`config.mk`:
```
export PLATFORM = sky130hd
export DESIGN_NAME = ppmc_port
export DESIGN_NICKNAME = d
export VERILOG_FILES = /design/src/pkg/ppmc_pkg.sv /design/src/hdl/ppmc_pad_ctl.sv /design/src/hdl/ppmc_port.sv
export SDC_FILE = /design/constraint.sdc
export NUM_CORES = 1
export LEC_CHECK = 0
export BUFFER_PORTS_ARGS = -buffer_cell sky130_fd_sc_hd__buf_2
export CAP_MARGIN = 25
export CORE_AREA = 3 3 156 158
export DETAILED_ROUTE_END_ITERATION = 12
export DIE_AREA = 0 0 159 161
export GPL_ROUTABILITY_DRIVEN = 0
export GPL_TIMING_DRIVEN = 0
export HOLD_SLACK_MARGIN = 0.15
export PLACE_DENSITY = 0.53
export SYNTH_ARGS = -nofsm -noshare
export SYNTH_HDL_FRONTEND = slang
export SYNTH_SLANG_ARGS = --single-unit
```
`constraint.sdc`:
```
create_clock -name clk -period 8.86 [get_ports clk]
set_input_delay 0.443 -clock clk [delete_from_list [all_inputs] [get_ports clk]]
set_output_delay 0.443 -clock clk [all_outputs]
set_load 0.1 [all_outputs]
```
`src/pkg/ppmc_pkg.sv`:
```
// Operation
// RULE1 - Each pin is analog when its input mode bit is 0, digital when 1.
// RULE2 - Analog pins have weak pullup, output driver and input receiver turned off.
// RULE3 - Each output is open-drain when its output mode bit is 0, push-pull when 1.
// RULE4 - A skip bit of 1 makes the crossbar pass the pin; 0 leaves it available.
// RULE5 - Input mode register: page 0xF, address 0xEC, read/write, bits 7..1 reset to 1. The code resets bit 0 to 1 as well (0xFF).
// RULE6 - Output mode register: page 0xF, address 0xD9, read/write, resets to all zeros.
// RULE7 - Skip register: page 0xF, address 0xB6, read/write, resets to all zeros.
// RULE8 - Crossbar assigns signals in order to the next pin not skipped.
package ppmc_pkg;
    // -----------------------------------------------------------------
    // Register map
    // -----------------------------------------------------------------
    localparam logic [3:0] PPMC_PAGE = 4'hf;
    localparam logic [7:0] PPMC_ADDR_IN_MODE = 8'hec;
    localparam logic [7:0] PPMC_ADDR_OUT_MODE = 8'hd9;
    localparam logic [7:0] PPMC_ADDR_SKIP = 8'hb6;
    localparam logic [7:0] PPMC_RST_IN_MODE = 8'hff;
    localparam logic [7:0] PPMC_RST_OUT_MODE = 8'h00;
    localparam logic [7:0] PPMC_RST_SKIP = 8'h00;
    localparam int PPMC_PINS = 8;

    // -----------------------------------------------------------------
    // Carriers
    // -----------------------------------------------------------------
    typedef struct packed {
        logic [3:0] page;
        logic [7:0] addr;
        logic [7:0] wdata;
        logic wr;
        logic rd;
    } ppmc_sfr_req_t;

    typedef struct packed {
        logic o;
        logic oe;
        logic pullup_en;
        logic rx_en;
    } ppmc_pad_t;
endpackage

```
`src/hdl/ppmc_pad_ctl.sv`:
```
`timescale 1ns/100ps
module ppmc_pad_ctl (
    input wire logic clk,
    input wire logic rst_n,
    input wire logic digital_mode,
    input wire logic push_pull,
    input wire logic out_val,
    input wire logic pad_i,
    output ppmc_pkg::ppmc_pad_t pad,
    output logic pin_value
);
    import ppmc_pkg::*;

    // -----------------------------------------------------------------
    // Pad drive
    // -----------------------------------------------------------------
    // Registered so the pad never sees glitches from the mode muxes
    always_ff @(posedge clk or negedge rst_n) begin
        if (!rst_n) begin
            pad <= '0;
        end else if (!digital_mode) begin
            pad <= '0; // RULE1 RULE2
        end else begin
            pad.o <= push_pull ? out_val : 1'b0; // RULE3
            pad.oe <= push_pull | ~out_val; // RULE3
            // Pullup only helps when we are not sinking the line
            pad.pullup_en <= ~(~push_pull & ~out_val) & ~push_pull; // RULE2
            pad.rx_en <= 1'b1;
        end
    end

    // Receiver off in analog mode: reads as 0
    always_ff @(posedge clk or negedge rst_n) begin
        if (!rst_n) begin
            pin_value <= 1'b0;
        end else begin
            pin_value <= digital_mode & pad_i; // RULE2
        end
    end

    // -----------------------------------------------------------------
    // Checks
    // -----------------------------------------------------------------
    AST_ANALOG_OFF: assert property (@(posedge clk) disable iff (!rst_n) // RULE2
        !digital_mode |=> !pad.oe && !pad.pullup_en && !pad.rx_en && !pin_value)
        else $error("analog pin still has digital circuits on");
    AST_PUSH_PULL: assert property (@(posedge clk) disable iff (!rst_n) // RULE3
        digital_mode && push_pull |=> pad.oe && (pad.o == $past(out_val)))
        else $error("push-pull pin not driving its value");
    AST_OPEN_DRAIN: assert property (@(posedge clk) disable iff (!rst_n) // RULE3
        digital_mode && !push_pull |=> !pad.o && (pad.oe == !$past(out_val)))
        else $error("open-drain pin drives high");
endmodule // ppmc_pad_ctl

```
`src/hdl/ppmc_port.sv`:
```
`timescale 1ns/100ps
module ppmc_port (
    input wire logic clk,
    input wire logic rst_n,
    input ppmc_pkg::ppmc_sfr_req_t sfr,
    output logic [7:0] sfr_rdata,
    input wire logic [7:0] port_latch,
    input wire logic [7:0] periph_en,
    input wire logic [7:0] periph_out,
    input wire logic [7:0] pad_i,
    output wire ppmc_pkg::ppmc_pad_t [7:0] pad,
    output wire logic [7:0] pin_value,
    output logic [7:0] analog_mode,
    output logic [7:0] xbar_avail,
    output logic [7:0] xbar_owned
);
    import ppmc_pkg::*;

    logic [7:0] in_mode_q;
    logic [7:0] out_mode_q;
    logic [7:0] skip_q;
    logic [7:0] owned_d;
    logic [7:0] drive_d;
    logic [2:0] src_idx [8];
    logic hit_in;
    logic hit_out;
    logic hit_skip;

    // -----------------------------------------------------------------
    // Register decode
    // -----------------------------------------------------------------
    function automatic logic sfr_hit(input ppmc_sfr_req_t r, input logic [7:0] a);
        return (r.page == PPMC_PAGE) && (r.addr == a);
    endfunction

    assign hit_in = sfr_hit(sfr, PPMC_ADDR_IN_MODE); // RULE5
    assign hit_out = sfr_hit(sfr, PPMC_ADDR_OUT_MODE); // RULE6
    assign hit_skip = sfr_hit(sfr, PPMC_ADDR_SKIP); // RULE7

    // Input mode register
    always_ff @(posedge clk or negedge rst_n) begin
        if (!rst_n) begin
            in_mode_q <= PPMC_RST_IN_MODE; // RULE5
        end else if (sfr.wr && hit_in) begin
            in_mode_q <= sfr.wdata; // RULE5
        end
    end

    // Output mode register
    always_ff @(posedge clk or negedge rst_n) begin
        if (!rst_n) begin
            out_mode_q <= PPMC_RST_OUT_MODE; // RULE6
        end else if (sfr.wr && hit_out) begin
            out_mode_q <= sfr.wdata; // RULE6
        end
    end

    // Skip register
    always_ff @(posedge clk or negedge rst_n) begin
        if (!rst_n) begin
            skip_q <= PPMC_RST_SKIP; // RULE7
        end else if (sfr.wr && hit_skip) begin
            skip_q <= sfr.wdata; // RULE7
        end
    end

    // Read data is held until the next read; unmapped reads return zero
    always_ff @(posedge clk or negedge rst_n) begin
        if (!rst_n) begin
            sfr_rdata <= 8'h00;
        end else if (sfr.rd) begin
            if (hit_in) begin
                sfr_rdata <= in_mode_q;
            end else if (hit_out) begin
                sfr_rdata <= out_mode_q;
            end else if (hit_skip) begin
                sfr_rdata <= skip_q;
            end else begin
                sfr_rdata <= 8'h00;
            end
        end
    end

    // -----------------------------------------------------------------
    // Crossbar priority assignment
    // -----------------------------------------------------------------
    // Enabled peripheral signals take free pins in order; skipped pins
    // are passed over. Analog pins are not excluded here: software must
    // also skip them, as a pin in analog mode ignores any drive.
    always_comb begin
        int next_k;
        logic found;
        found = 1'b0;
        next_k = 0;
        owned_d = 8'h00;
        drive_d = 8'h00;
        for (int i = 0; i < PPMC_PINS; i++) begin
            src_idx[i] = 3'h0;
            found = 1'b0;
            if (!skip_q[i]) begin // RULE4 RULE8
                for (int j = 0; j < PPMC_PINS; j++) begin
                    if (!found && j >= next_k && periph_en[j]) begin
                        found = 1'b1;
                        src_idx[i] = j[2:0];
                        next_k = j + 1;
                    end
                end
            end
            owned_d[i] = found; // RULE8
            drive_d[i] = found ? periph_out[src_idx[i]] : port_latch[i];
        end
    end

    // Status outputs from flip-flops
    always_ff @(posedge clk or negedge rst_n) begin
        if (!rst_n) begin
            analog_mode <= ~PPMC_RST_IN_MODE;
            xbar_avail <= ~PPMC_RST_SKIP;
            xbar_owned <= 8'h00;
        end else begin
            analog_mode <= ~in_mode_q; // RULE1
            xbar_avail <= ~skip_q; // RULE4
            xbar_owned <= owned_d; // RULE8
        end
    end

    // -----------------------------------------------------------------
    // Pad control per pin
    // -----------------------------------------------------------------
    for (genvar g = 0; g < PPMC_PINS; g++) begin : g_pin
        ppmc_pad_ctl u_pad (
            .clk(clk),
            .rst_n(rst_n),
            .digital_mode(in_mode_q[g]),
            .push_pull(out_mode_q[g]),
            .out_val(drive_d[g]),
            .pad_i(pad_i[g]),
            .pad(pad[g]),
            .pin_value(pin_value[g])
        );
    end

    // -----------------------------------------------------------------
    // Checks
    // -----------------------------------------------------------------
    AST_IN_MODE_WRITE: assert property (@(posedge clk) disable iff (!rst_n) // RULE5
        sfr.wr && sfr.page == 4'hf && sfr.addr == 8'hec |=> in_mode_q == $past(sfr.wdata))
        else $error("input mode write lost");
    AST_OUT_MODE_WRITE: assert property (@(posedge clk) disable iff (!rst_n) // RULE6
        sfr.wr && sfr.page == 4'hf && sfr.addr == 8'hd9 |=> out_mode_q == $past(sfr.wdata))
        else $error("output mode write lost");
    AST_SKIP_WRITE: assert property (@(posedge clk) disable iff (!rst_n) // RULE7
        sfr.wr && sfr.page == 4'hf && sfr.addr == 8'hb6 |=> ##1 xbar_avail == ~$past(sfr.wdata, 2))
        else $error("skip write not reflected");
    AST_READ_BACK: assert property (@(posedge clk) disable iff (!rst_n) // RULE5
        sfr.rd && !sfr.wr && hit_in |=> sfr_rdata == $past(in_mode_q))
        else $error("input mode read mismatch");
    AST_ANALOG_STATUS: assert property (@(posedge clk) disable iff (!rst_n) // RULE1
        1'b1 |=> analog_mode == ~$past(in_mode_q))
        else $error("analog status wrong");
    AST_SKIP_NOT_OWNED: assert property (@(posedge clk) disable iff (!rst_n) // RULE4
        1'b1 |=> (xbar_owned & ~xbar_avail) == 8'h00)
        else $error("skipped pin taken by crossbar");
    AST_FIRST_FREE: assert property (@(posedge clk) disable iff (!rst_n) // RULE8
        periph_en[0] && !skip_q[0] |-> owned_d[0] && src_idx[0] == 3'h0)
        else $error("first peripheral not on first free pin");
    AST_COUNT_MATCH: assert property (@(posedge clk) disable iff (!rst_n) // RULE8
        (~skip_q == 8'hff) |-> owned_d == ((8'h01 << $countones(periph_en)) - 8'h01))
        else $error("crossbar did not pack pins in order");

    // -----------------------------------------------------------------
    // Register hold and read-back checks
    // -----------------------------------------------------------------
    // A register may only move on a write that decodes to it
    AST_IN_MODE_HOLD: assert property (@(posedge clk) disable iff (!rst_n) // RULE5
        !(sfr.wr && hit_in) |=> in_mode_q == $past(in_mode_q))
        else $error("input mode changed without a write");
    // Writes to another page must leave the output mode alone
    AST_OUT_MODE_HOLD: assert property (@(posedge clk) disable iff (!rst_n) // RULE6
        !(sfr.wr && hit_out) |=> out_mode_q == $past(out_mode_q))
        else $error("output mode changed without a write");
    // Skip bits steer the crossbar, so a stray change would move pins
    AST_SKIP_HOLD: assert property (@(posedge clk) disable iff (!rst_n) // RULE7
        !(sfr.wr && hit_skip) |=> skip_q == $past(skip_q))
        else $error("skip register changed without a write");
    // Read data returns the output mode register
    AST_OUT_READ_BACK: assert property (@(posedge clk) disable iff (!rst_n) // RULE6
        sfr.rd && !sfr.wr && hit_out |=> sfr_rdata == $past(out_mode_q))
        else $error("output mode read mismatch");
    // Read data returns the skip register
    AST_SKIP_READ_BACK: assert property (@(posedge clk) disable iff (!rst_n) // RULE7
        sfr.rd && !sfr.wr && hit_skip |=> sfr_rdata == $past(skip_q))
        else $error("skip read mismatch");
    // Unmapped reads return zero so software never sees stale bits
    AST_UNMAPPED_READ: assert property (@(posedge clk) disable iff (!rst_n) // RULE5 RULE6 RULE7
        sfr.rd && !hit_in && !hit_out && !hit_skip |=> sfr_rdata == 8'h00)
        else $error("unmapped read not zero");
    // Read data stands until the next read strobe
    AST_READ_HOLD: assert property (@(posedge clk) disable iff (!rst_n) // RULE5 RULE6 RULE7
        !sfr.rd |=> $stable(sfr_rdata))
        else $error("read data changed without a read");

    // -----------------------------------------------------------------
    // Crossbar and pad checks
    // -----------------------------------------------------------------
    // Skip status follows the register one cycle later
    AST_AVAIL_STATUS: assert property (@(posedge clk) disable iff (!rst_n) // RULE4
        1'b1 |=> xbar_avail == ~$past(skip_q))
        else $error("crossbar availability wrong");
    // A skipped pin is never handed out
    AST_SKIPPED_FREE: assert property (@(posedge clk) disable iff (!rst_n) // RULE4
        1'b1 |-> (owned_d & skip_q) == 8'h00)
        else $error("skipped pin assigned a peripheral");
    // A skipped pin keeps driving its latch value
    AST_SKIPPED_LATCH: assert property (@(posedge clk) disable iff (!rst_n) // RULE4
        1'b1 |-> ((drive_d ^ port_latch) & skip_q) == 8'h00)
        else $error("skipped pin not driven from latch");
    // Every free pin is used until the enabled signals run out
    AST_OWN_COUNT: assert property (@(posedge clk) disable iff (!rst_n) // RULE8
        1'b1 |-> $countones(owned_d) == (($countones(periph_en) < $countones(~skip_q)) ?
            $countones(periph_en) : $countones(~skip_q)))
        else $error("crossbar left a free pin unused");
    // Analog pins must read as zero through the receiver
    AST_ANALOG_READS_ZERO: assert property (@(posedge clk) disable iff (!rst_n) // RULE2
        1'b1 |-> (pin_value & analog_mode) == 8'h00)
        else $error("analog pin reads a digital value");
endmodule // ppmc_port

```
# Word-level counts from Yosys, hierarchy flattened
# Cells that the tools add are included.
# W data, S select, Z words.
# classes
n_bitwise	58
n_lt_le_gt_ge	71
mux	361
n_eq_ne	4
n_reduce_logical	181
# op_table
cell	count
$mux W32	125
$ge A4 B32 Y1 const A	32
$ge A3 B32 Y1 const A	16
$ge A2 B32 Y1 const A	8
$ge A1 B32 Y1 const A	7
$mux W3	56
$mux W1	161
$logic_and A1 B1 Y1	125
$logic_not A1 Y1	56
$lt A3 B4 Y1 const B	8
$mux W4	8
$and A1 B1 Y1	24
$bmux W1 S3	8
$eq A8 B8 Y1 const B	3
$mux W8	3
$not A1 Y1	24
$not A8 Y8	2
$or A1 B1 Y1	8
$eq A4 B4 Y1 const B	1
# totals
wordCells	722
regBits	96
out_inout_bits	72
input_bits	56

# Depth between registers and ports, before layout
# Gate-level depths: netlist of the first run.
# depth
depth_word	318
ltp_mapped	45
mapped_depth_nobuf	37

# Cells and area by module
# Synthesis of the first run repeated with hierarchy kept, for this count alone.
# hier_totals
cells_unflattened	930
hier_area_um2	7842.5
# by_module_without_submodules
mod	cells_each	seq_area_each_um2	area_each_um2	n_inst
ppmc_port	850	1421.4	6601.3	1
ppmc_pad_ctl	10	125.1	155.1	8

# Worst setup path after synthesis of the first run
# Ideal clock, no wire load.
# synth_timing
path_type	input to register
start	in periph_en[2]
end	reg, netlist name g_pin[7].u_pad.pad[2]
t_arrival_ns	9.826
slack_ns	-1.084
stages	40
n_path_buf	3
path_cell_list	buf_2 o41ai_2 o31ai_2 or4_1 a211oi_2 a211oi_1 or3_1 a32oi_2 nand4_2 o21bai_4 and2_1 buf_2 o41ai_1 o22a_2 o41ai_2 a32o_1 o21a_1 o311a_4 [4 not listed] o21ai_4 a21boi_2 o21ai_1 nor3_2 a211oi_2 o41ai_4 o2111ai_2 a21o_1 o221ai_4 o2111ai_2 a221oi_2 a2111oi_4 or4b_1 o22ai_2 nor4_1 a311oi_1 a22oi_1 o21a_1
# synth_via
elab_chain_cells	307
word_cells_on_any_way	477
classes_between	order compare: 61; mux: 244; bitwise: 2; reduce/logical: 170
# synth_lines
element	line	rtl
from (decl)	ppmc_port.sv:8	input wire logic [7:0] periph_en,
$logic_and A1 B1 Y1	ppmc_port.sv:102	if (!found && j >= next_k && periph_en[j]) begin
$mux W32 or $mux W1 (tied branches)	ppmc_port.sv:102	
$mux W32 or $mux W1 (tied branches)	ppmc_port.sv:100	if (!skip_q[i]) begin
$ge A3 B32 Y1 or $logic_not A1 Y1 (tied branches)	ppmc_port.sv:102	
$logic_and A1 B1 Y1 (2 in a row)	ppmc_port.sv:102	
$mux W32 or $mux W1 (tied branches)	ppmc_port.sv:102	
$mux W32 or $mux W1 (tied branches)	ppmc_port.sv:100	
$ge A4 B32 Y1 or $logic_not A1 Y1 (tied branches)	ppmc_port.sv:102	
[290 not listed]	--	
$mux W3	ppmc_port.sv:102	
$mux W3	ppmc_port.sv:100	
$bmux W1 S3	ppmc_port.sv:110	drive_d[i] = found ? periph_out[src_idx[i]] : port_latch[i];
$mux W1 (not written as such)	ppmc_port.sv:110	
$mux W1 (*)	ppmc_port.sv:110	
$not A1 Y1 (*)	ppmc_pad_ctl.sv:25	pad.oe <= push_pull | ~out_val;
$or A1 B1 Y1 (*)	ppmc_pad_ctl.sv:25	
$mux W4 (*)	ppmc_pad_ctl.sv:21	end else if (!digital_mode) begin
# Every way passes the cells marked *; elsewhere a longest branch is shown, timed or not. The select of a mux whose other input is x is not followed.
# A chain may end at the register's enable or synchronous reset.

# Final worst setup path of the first run
# layout_timing
start	reg skip_q[0]
end	reg, netlist name g_pin[7].u_pad.pad[2]
# layout_via
elab_chain_cells	280
word_cells_on_any_way	435
classes_between	order compare: 56; mux: 223; bitwise: 2; reduce/logical: 154
# layout_lines
element	line	rtl
from (decl)	ppmc_port.sv:21	logic [7:0] skip_q;
from (signal assigned)	ppmc_port.sv:63	skip_q <= sfr.wdata;
$mux W32 (*)	ppmc_port.sv:100	
$ge A1 B32 Y1	ppmc_port.sv:102	
$logic_and A1 B1 Y1	ppmc_port.sv:102	
$mux W32 or $mux W1 (tied branches)	ppmc_port.sv:102	
$mux W32 or $mux W1 (tied branches)	ppmc_port.sv:100	
$ge A2 B32 Y1 or $logic_not A1 Y1 (tied branches)	ppmc_port.sv:102	
$logic_and A1 B1 Y1 (2 in a row)	ppmc_port.sv:102	
$mux W32 or $mux W1 (tied branches)	ppmc_port.sv:102	
[263 not listed]	--	
$mux W3	ppmc_port.sv:102	
$mux W3	ppmc_port.sv:100	
$bmux W1 S3	ppmc_port.sv:110	
$mux W1 (not written as such)	ppmc_port.sv:110	
$mux W1 (*)	ppmc_port.sv:110	
$not A1 Y1 (*)	ppmc_pad_ctl.sv:25	
$or A1 B1 Y1 (*)	ppmc_pad_ctl.sv:25	
$mux W4 (*)	ppmc_pad_ctl.sv:21	
# Marks and branches as above.

==> metrics.md, run 1 <==
| Metric | Value |
|---|---|
| Internal power | 1.99 mW |
| WS Path Type | reg2reg |
| Simple-gate share of the synthesized area | 20.5% |
| Most used flip-flop cell after synthesis | dfrtp_1 |
| Worst slew pin tran | 0.960 ns |
| DRC viols | 0 |
| Syn_nets | 988 |
| Most frequent cell after synthesis | nor2_1 |
| Post-synthesis cell type count | 117 |
| Final std cells w/o fill | 1501 |
| Root Driver | clkbuf_16 |
| Comb power frac | 75.6% |
| DR vias | 9161 |
| Synth Warn # | 0 |
| Overall Power | 3.83 mW |
| Wire per inst | 21.6 um |
| Core Area | 23300 sq um |
| Routed Antenna Nets | 0 |
| Sw Share | 48.1% |
| Largest family of logic cells by synthesized area | compound AO/OA/AOI/OAI gates |
| Setup Total Neg Slack | -10.28 ns |
| PwrDens | 331 nW/um^2 |
| Status | complete, but fails checks |
| FF+latch count, synth | 96 |
| Xor-xnor portion of the synthesized cell area | 0.217% |
| Die area | 25600 sq um |
| Starting DRT DRC Count | 831 |
| Clk Latency, worst-skew pair | 0.33 ns |
| Setup Skew | 0.00718 ns |
| Fill cells | 2214 |
| Critical Path Max Stage Delay | 0.54 ns |
| WP data required | 9.14 ns |
| Worst hold-check path type | in2reg |
| Post-route cell area | 11600 sq um |
| Switch Pwr | 1.85 mW |
| Max-cap viol count | 0 |
| Initial antenna violation count | 0 |
| Min Tclk post-route | 10.70 ns |
| Post-synthesis area per instance | 8.67 sq um |
| RSZ-0062 raised after global routing | true |
| Clock power frac | 12.4% |
| Max-slew violation count | 0 |
| H-tree depth | 3 |
| WL final | 32400 um |
| Post-synth top area cell | dfrtp_1 |
| Dpl cell area | 9670 sq um |
| Post-synth EDFFs | 0 |
| Seq/Total Area, Yosys | 30.0% |
| Violated checks | setup timing |
| Fmax | 93.5 MHz |
| Layout cells sized above 1 | 44.2% |
| Largest cells by area after synthesis | dfrtp_1, dfstp_2, a21oi_1, nor2_1, mux2_2 |
| Setup ws final | -1.84 ns |
| Largest net degree at the start of global routing | 68 |
| Sinks on Clock Net | 96 |
| WP data arrival | 10.97 ns |
| Max-slew headroom | 36.0% |
| Boundary Pins | 128 |
| Critical Path Fanout Max | 8 |
| Detailed Place HPWL | 23500 um |
| Post-DR vias/cell | 6.10 |
| GRT Overall Usage | 23.8% |
| Hold_ws | 0.313 ns |
| Synth Area in Adders | 0.248% |
| CTS clk-pin slew, worst paths | 0.07 ns |
| Initial core utilization | 34.8% |
| Most instantiated cells after synthesis | nor2_1, dfrtp_1, nand2_1 |
| Synthesized area | 8080 sq um |
| Register share of total power | 12.0% |
| TritonRoute pass-1 iters | 5 |
| Compound-cell area share of the yosys netlist | 36.5% |
| CP max-delay cell | or4_4 |
| Chip Width | 159 um |
| Nets | 1233 |
| GRT overflow | 0 |
| Util after Layout | 49.8% |
| Startpoint types | flip-flop |
| Area grow syn2layout | 43.3% |
| Cell count after synthesis | 932 |
| Cell Rows | 56 |
| Vias in the first global route | 8682 |
| Worst Setup End Kind | flip-flop |
| CTS tree | done |
| CTS buffer count | 9 |
| PortBufs | 124 |
| First-pass GRT wire length | 49200 um |
| Async SR Flop Fraction | 100% |
| Setup slack at placement | -2.74 ns |
| VDD IR max | 171 uV |
| Leakage | 4.72 nW |
| Placed Cells | 1378 |
| Maximum clock path buffer count | 2 |
| Final setup violation count | 8 |
| Yosys top cell area share | 24.8% |
| Final hold vios | 0 |
| # diodes | 0 |
| Die H | 161 um |
| Post-synthesis mux area share | 7.49% |
| Post-route clock period utilization | 121% |
## worst paths after layout
| path | start | to | slack, ns | cells after the start |
|---|---|---|---|---|
| hold / removal | pad_i[1] | g_pin[1].u_pad.pin_value | 0.31 | 2 |
| min in group asynchronous | rst_n | analog_mode[6] | 0.58 | 2 |
| setup / recovery | skip_q[0] | g_pin[7].u_pad.pad[2] | -1.84 | 44 |
| max in group asynchronous | rst_n | xbar_avail[0] | 7.57 | 3 |
| hold reg to reg | in_mode_q[6] | g_pin[6].u_pad.pad[0] | 0.43 | 0 |
| setup reg to reg | skip_q[0] | g_pin[7].u_pad.pad[2] | -1.84 | 44 |
## registers in the layout, indices dropped and copies added, names as in the netlist
register and flops:
skip_q 8, in_mode_q 8, sfr_rdata 8, g_pin.u_pad.pin_value 8, out_mode_q 8, xbar_avail 8
analog_mode 8, xbar_owned 8, g_pin.u_pad.pad 32
## power by group through the flow
stage	Combinational [mW]	Sequential [mW]	Clock, mW
after global placement	2.15	0.468	0
after global routing	3.08	0.462	0.504
after detailed placement	2.15	0.468	0
final	2.90	0.460	0.475
after floorplan	1.63	0.572	0
after CTS	2.55	0.460	0.484
## layout make-up
cell class	instances	area, sq um	area share (%)
multi-input cells	743	6440	55.6
flip-flops and latches	96	2420	20.9
repair buffers	234	1490	12.9
well taps	319	399	3.44
plain buffers	56	325	2.81
clock buffers	10	229	1.98
inverters	37	139	1.20
clock inverters	6	138	1.19
## kinds of logic (layout without fill, tap and decap cells)
logic type / Yosys count / count (layout)
AOI/OAI and AO/OA: 368 / 369
xor gates and xnor gates: 2 / 2
adders and majority gates: 2 / 2
buffers and inverters: 94 / 343
DFF: 96 / 96
muxes: 46 / 46
and+or+nand+nor: 324 / 324
## metal layers
metal / global-route usage [%] / part of all wire, % / vias up
li1: - / - / 4120
met1: 32.2 / 43 / 4490
met2: 39.1 / 47 / 470
met3: 3.49 / 7.0 / 81
met4: 7.96 / 3.7 / 0
met5: 0 / 0 / -
## cell usage in the layout (no fill, tap or decap), types with 10 or more instances in the layout
master	n
nand2_1	73
nor2_1	80
nand3_1	18
and2_1	20
o211ai_1	21
a21oi_1	64
inv_1	33
clkbuf_1	20
o21ai_0	29
o21a_1	10
a211o_1	10
dfstp_2	16
buf_2	136
buf_4	112
dfrtp_1	79
a21o_1	11
a31oi_1	12
nor3_1	17
mux2_2	26
## timing repair
action                                  in CTS  in global routing
resized for setup                           79                 61
endpoints found under the setup margin      11                 11
pin swaps                                   79                 67
gates cloned                                 2                  0
hold buffers                                 1                  0
hold endpoints to repair                    25                  0
buffers inserted                            66                 39
## critical path: cells and delay by family (launching register included)
family | cells | cell delay [ns]
and+or+nand+nor | 9 | 1.97
buffers and inverters | 7 | 1.20
AOI/OAI and AO/OA | 28 | 6.99
DFF | 1 | 0.45
Power figures use the tool's default switching activity.
==> inputs of run 2 (changes only) <==
Settings changed: CELL_PAD_IN_SITES_DETAIL_PLACEMENT set to 1, CELL_PAD_IN_SITES_GLOBAL_PLACEMENT set to 2, CORE_AREA 3 3 156 158 to 3 3 163 165, DIE_AREA 0 0 159 161 to 0 0 166 168, PLACE_DENSITY 0.53 to 0.76.
==> run 2 against run 1 <==
  * The run still ends with setup timing left
  * Cell count shrank 0.87%
  * Setup slack lost 0.098 ns
  * Routed wire length grew 7.7%
  * Register-to-register slack lost 0.098 ns
  * Global-route usage is essentially flat
  * Maximum frequency shrank 0.91%
  * Die area grew 8.9%
  * Sequential cell count is the same
  * Clock skew grew 0.0021 ns
  * Clock power shrank 18%
  * Critical path type unchanged
  * Largest power group unchanged
  * Highest routed layer unchanged
==> metrics.md, run 2 (same netlist as run 1, synthesis figures left out) <==
| Metric | Value |
|---|---|
| WP data arrival | 11.04 ns |
| GRT overflow | 0 |
| Critical Path Max Stage Delay | 0.50 ns |
| TritonRoute pass-1 iters | 5 |
| Worst hold-check path type | in2reg |
| Maximum clock path buffer count | 2 |
| Final setup violation count | 8 |
| Initial antenna violation count | 1 |
| Commonest non-fill, non-tap cells in the layout | buf_2, buf_4, nor2_1, dfrtp_1, nand2_1 |
| WS Path Type | reg2reg |
| Hold Path End | g_pin[1].u_pad.pin_value |
| DRC viols | 0 |
| Max-slew violation count | 0 |
| H-tree depth | 3 |
| Sinks on Clock Net | 96 |
| Startpoint types | flip-flop |
| GRT Overall Usage | 23.7% |
| Max-slew headroom | 38.8% |
| Chip Width | 166 um |
| Max-cap viol count | 0 |
| Setup slack at placement | -2.89 ns |
| Violated checks | setup timing |
| Boundary Pins | 128 |
| Min-delay src | pad_i[1] |
| Max reg flops | 32 |
| Setup Skew | 0.00924 ns |
| CTS tree | done |
| CTS buffer count | 9 |
| PortBufs | 124 |
| R2R Path End | g_pin[7].u_pad.pad[2] |
| Initial core utilization | 32.1% |
| Post-DR vias/cell | 6.01 |
| CTS clk-pin slew, worst paths | 0.08 ns |
| Most common cell after layout, fill and taps aside | buf_2 |
| Util after Layout | 44.7% |
| R2r worst-path depth | 45 |
| Worst reg-to-reg setup slack | -1.93 ns |
| Worst hold path depth | 2 |
| WP data required | 9.10 ns |
| Routed Antenna Nets | 0 |
| First-pass GRT wire length | 52900 um |
| DR vias | 8945 |
| Core Area | 25200 sq um |
| Min Tclk post-route | 10.79 ns |
| Worst Setup End Kind | flip-flop |
| Setup ws final | -1.93 ns |
| Setup Total Neg Slack | -10.63 ns |
| Detailed Place HPWL | 26200 um |
| Area grow syn2layout | 39.2% |
| Cell Rows | 58 |
| WL final | 34900 um |
| Die H | 168 um |
| Root Driver | clkbuf_16 |
| Vias in the first global route | 8990 |
| PwrDens | 328 nW/um^2 |
| Critical Path Fanout Max | 7 |
| Die area | 27900 sq um |
| RSZ-0062 raised after global routing | true |
| Final hold vios | 0 |
| CP max-delay cell | or4_4 |
| Largest net degree at the start of global routing | 73 |
| Overall Power | 3.69 mW |
| Worst slew pin tran | 0.919 ns |
| Biggest register | g_pin.u_pad.pad |
| Most frequent CP cell | buf_4 |
| Layout cells sized above 1 | 42.5% |
| Nets | 1208 |
| Status | complete, but fails checks |
| Clk Latency, worst-skew pair | 0.35 ns |
| Starting DRT DRC Count | 574 |
| VDD IR max | 251 uV |
| Reg-to-reg startpoint | skip_q[0] |
| Wire per inst | 23.5 um |
| Post-route clock period utilization | 122% |
| Leakage | 4.57 nW |
| Fmax | 92.6 MHz |
==> run 2: routing by layer <==
layer  vias to the layer above  part of all wire, %  GRT usage (%)
met2                       264                   49           40.0
met5                         -                    0              0
met1                      4546                   45           32.2
met3                        57                  4.3           3.01
li1                       4078                    -              -
met4                         0                  2.4           6.58
==> run 2: critical path, delay by kind of cell, from the launching register on <==
family / cells / cell delay [ns]
AOI/OAI and AO/OA: 28 / 5.68
buffers and inverters: 8 / 1.33
DFF: 1 / 0.44
and+or+nand+nor: 9 / 3.17
==> run 2: stage by stage <==
step / instances / cell area [sq um] / hold WS (ns)
after floorplan: 932 / 8600 / 0.147
after global placement: 1386 / 9640 / 0.422
after detailed placement: 1389 / 9690 / 0.370
after CTS: 1457 / 10800 / 0.290
after global routing: 1488 / 11200 / 0.297
final: 1488 / 11200 / 0.298
==> run 2: worst max path at each step <==
stage	cells past startpoint	startpoint	slack, ns	end
final	45	skip_q[0]	-1.93	g_pin[7].u_pad.pad[2]
after global routing	46	skip_q[0]	-2.37	g_pin[7].u_pad.pad[2]
after CTS	42	skip_q[0]	-1.67	g_pin[7].u_pad.pad[2]
after detailed placement	42	periph_en[5]	-2.89	g_pin[7].u_pad.pad[1]
after global placement	42	periph_en[5]	-2.91	g_pin[7].u_pad.pad[3]
after floorplan	41	periph_en[2]	-0.81	g_pin[7].u_pad.pad[2]
==> run 2: what timing repair did <==
item | CTS | global route
pin swaps | 71 | 66
cloned | 0 | 0
endpoints found under the setup margin | 11 | 11
endpoints found under the hold margin | 20 | 0
setup buffers | 53 | 30
gates resized for setup | 81 | 50
hold buffers | 1 | 0
==> run 2: cell type report <==
type | instances | area (sq um)
diodes | 1 | 2.50
plain buffers | 57 | 343
clock buffers | 10 | 239
clock inverters | 6 | 57.6
fillers | 2942 | 13900
inverters | 37 | 139
multi-input cells | 742 | 6340
flip-flops and latches | 96 | 2420
well taps | 330 | 413
repair buffers | 209 | 1300
==> run 2: where the power goes <==
part           switching [mW]  internal (mW)  leakage [nW]
clock network           0.183          0.205         0.148
logic                    1.68           1.16          3.22
registers             0.00458          0.455          1.20
total                    1.87           1.82          4.57
==> inputs of run 3 (changes only) <==
Settings changed: SETUP_SLACK_MARGIN set to 0.1.
==> run 3 against run 2 <==
  * The run still ends with setup timing left
  * Die area unchanged
  * Clock power decreased by 2%
  * Register-to-register slack improved by 0.24 ns
  * Sequential cell count unchanged
  * Non-clock buffer count increased by 11
  * Global-route usage increased by 0.21 points
  * Worst hold slack improved by 0.0072 ns
  * Clock-buffer cell count unchanged
  * First-iteration DRC count increased by 7.0%
  * Clock skew about the same
==> metrics.md, run 3 (same netlist as run 1, synthesis figures left out) <==
| Metric | Value |
|---|---|
| CTS buffer count | 9 |
| Worst setup path startpoint | periph_en[6] |
| Fmax | 94.8 MHz |
| Boundary Pins | 128 |
| DR vias | 9065 |
| PwrDens | 331 nW/um^2 |
| Initial core utilization | 32.1% |
| Setup slack at placement | -2.95 ns |
| TritonRoute pass-1 iters | 5 |
| Layout cells sized above 1 | 45.0% |
| DRC viols | 0 |
| Nets | 1219 |
| Internal power | 1.91 mW |
| Status | complete, but fails checks |
| Routed Antenna Nets | 0 |
| WS Path Type | in2reg |
| Startpoint types | primary input |
| Setup ws final | -1.69 ns |
| Sinks on Clock Net | 96 |
| Overall Power | 3.83 mW |
| Die area | 27900 sq um |
| Maximum clock path buffer count | 2 |
| Max-slew headroom | 34.1% |
| Initial antenna violation count | 0 |
| WL final | 36000 um |
| Chip Width | 166 um |
| Post-DR vias/cell | 6.05 |
| VDD IR max | 271 uV |
| Cell Rows | 58 |
| Final hold vios | 0 |
| Clock power frac | 10.0% |
| Final setup violation count | 8 |
| Min Tclk post-route | 10.55 ns |
| CTS tree | done |
| Post-route clock period utilization | 119% |
| Register share of total power | 12.0% |
| H-tree depth | 3 |
| R2r worst-path depth | 45 |
| Area grow syn2layout | 43.1% |
| Largest net degree at the start of global routing | 69 |
| Worst slew pin tran | 0.988 ns |
| Biggest register | g_pin.u_pad.pad |
| Max-cap viol count | 0 |
| RSZ-0062 raised after global routing | true |
| # diodes | 0 |
| First-pass GRT wire length | 53800 um |
| Worst reg-to-reg setup slack | -1.69 ns |
| Final std cells w/o fill | 1498 |
| PortBufs | 124 |
| CP Capture Point | g_pin[7].u_pad.pad[2] |
| GRT overflow | 0 |
| Detailed Place HPWL | 26200 um |
| Util after Layout | 46.0% |
| Placed Cells | 1389 |
| Worst Setup End Kind | flip-flop |
| WP data arrival | 10.79 ns |
| Worst hold path depth | 2 |
| Most common cell after layout, fill and taps aside | buf_2 |
| Wire per inst | 24.0 um |
| Critical Path Max Stage Delay | 0.61 ns |
| WP data required | 9.10 ns |
| Max reg flops | 32 |
| Sw Share | 50.2% |
| Critical Path Fanout Max | 10 |
| Starting DRT DRC Count | 614 |
| Die H | 168 um |
| Root Driver | clkbuf_16 |
| Reg-to-reg startpoint | skip_q[0] |
| Setup Skew | 0.00935 ns |
| Vias in the first global route | 9294 |
| Worst hold-check path type | in2reg |
| Violated checks | setup timing |
| Max-slew violation count | 0 |
| Hold_ws | 0.305 ns |
| Comb power frac | 78.1% |
| Commonest non-fill, non-tap cells in the layout | buf_2, buf_4, dfrtp_1, nor2_1, nand2_1 |
| CTS clk-pin slew, worst paths | 0.08 ns |
| R2R Path End | g_pin[7].u_pad.pad[2] |
| CP max-delay cell | a2111oi_4 |
| Most frequent CP cell | buf_4 |
| Core Area | 25200 sq um |
| Switch Pwr | 1.92 mW |
| Clk Latency, worst-skew pair | 0.35 ns |
| Leakage | 4.66 nW |
| GRT Overall Usage | 23.9% |
==> run 3: cell count changes in the layout (fill, tap and decap cells not counted), moves of 3 or more <==
cell	change
buf_4	+6
o21ai_1	-6
nand2_2	+5
a211oi_2	-3
a211oi_4	+3
a21oi_1	-3
a21oi_2	+3
buf_6	+3
clkbuf_2	-3
nand2_1	-3
nor2_1	-3
nor2_4	+3
==> run 3: worst min-delay path by stage <==
| stage | start | to | slack [ns] |
|---|---|---|---|
| finish | pad_i[1] | g_pin[1].u_pad.pin_value | 0.30 |
| global route | pad_i[0] | g_pin[0].u_pad.pin_value | 0.30 |
| CTS | pad_i[1] | g_pin[1].u_pad.pin_value | 0.29 |
| detailed placement | rst_n | g_pin[6].u_pad.pad[0] | 0.39 |
| global placement | in_mode_q[6] | g_pin[6].u_pad.pad[0] | 0.42 |
| floorplan | rst_n | analog_mode[0] | 0.15 |
==> run 3: metal layers <==
layer / track usage, % / wire length, um / vias up
li1: - / - / 4088
met1: 31.9 / 15900 / 4626
met2: 41.0 / 17600 / 281
met3: 2.84 / 1480 / 70
met5: 0 / 0 / -
met4: 7.20 / 949 / 0
==> run 3: worst max-delay path: cells and delay by family <==
family	cells	cell delay, ns
AOI/OAI and AO/OA	26	6.04
buffers and inverters	11	2.43
and+or+nand+nor	9	1.87
==> run 3: timing repair <==
item | CTS | global route
gates resized for setup | 77 | 108
gates cloned | 1 | 1
endpoints found under the hold margin | 23 | 0
setup endpoints to repair | 11 | 11
hold buffers | 1 | 0
pin swaps | 53 | 78
setup buffers | 54 | 38
==> run 3: layout make-up <==
class | count | area [sq um]
Buffer | 57 | 364
Clock buffer | 10 | 229
Clock inverter | 6 | 62.6
Fill cell | 2940 | 13600
Inverter | 37 | 139
Multi-Input combinational cell | 742 | 6540
Sequential cell | 96 | 2420
Tap cell | 330 | 413
Timing Repair Buffer | 220 | 1400
==> run 3: per-stage QoR <==
stage                     TNS [ns]  instance area [sq um]
final                        -9.48                  11600
after global routing        -12.94                  11600
after CTS                    -8.33                  10800
after detailed placement    -20.60                   9690
after global placement      -20.67                   9640
after floorplan              -2.41                   8600
==> run 3: power groups by stage <==
stage                     registers [mW]  clock network (mW)  logic, mW
after floorplan                    0.572                   0       1.63
after global placement             0.467                   0       2.18
after detailed placement           0.467                   0       2.20
after CTS                          0.459               0.389       2.61
after global routing               0.461               0.408       3.19
final                              0.459               0.382       2.99
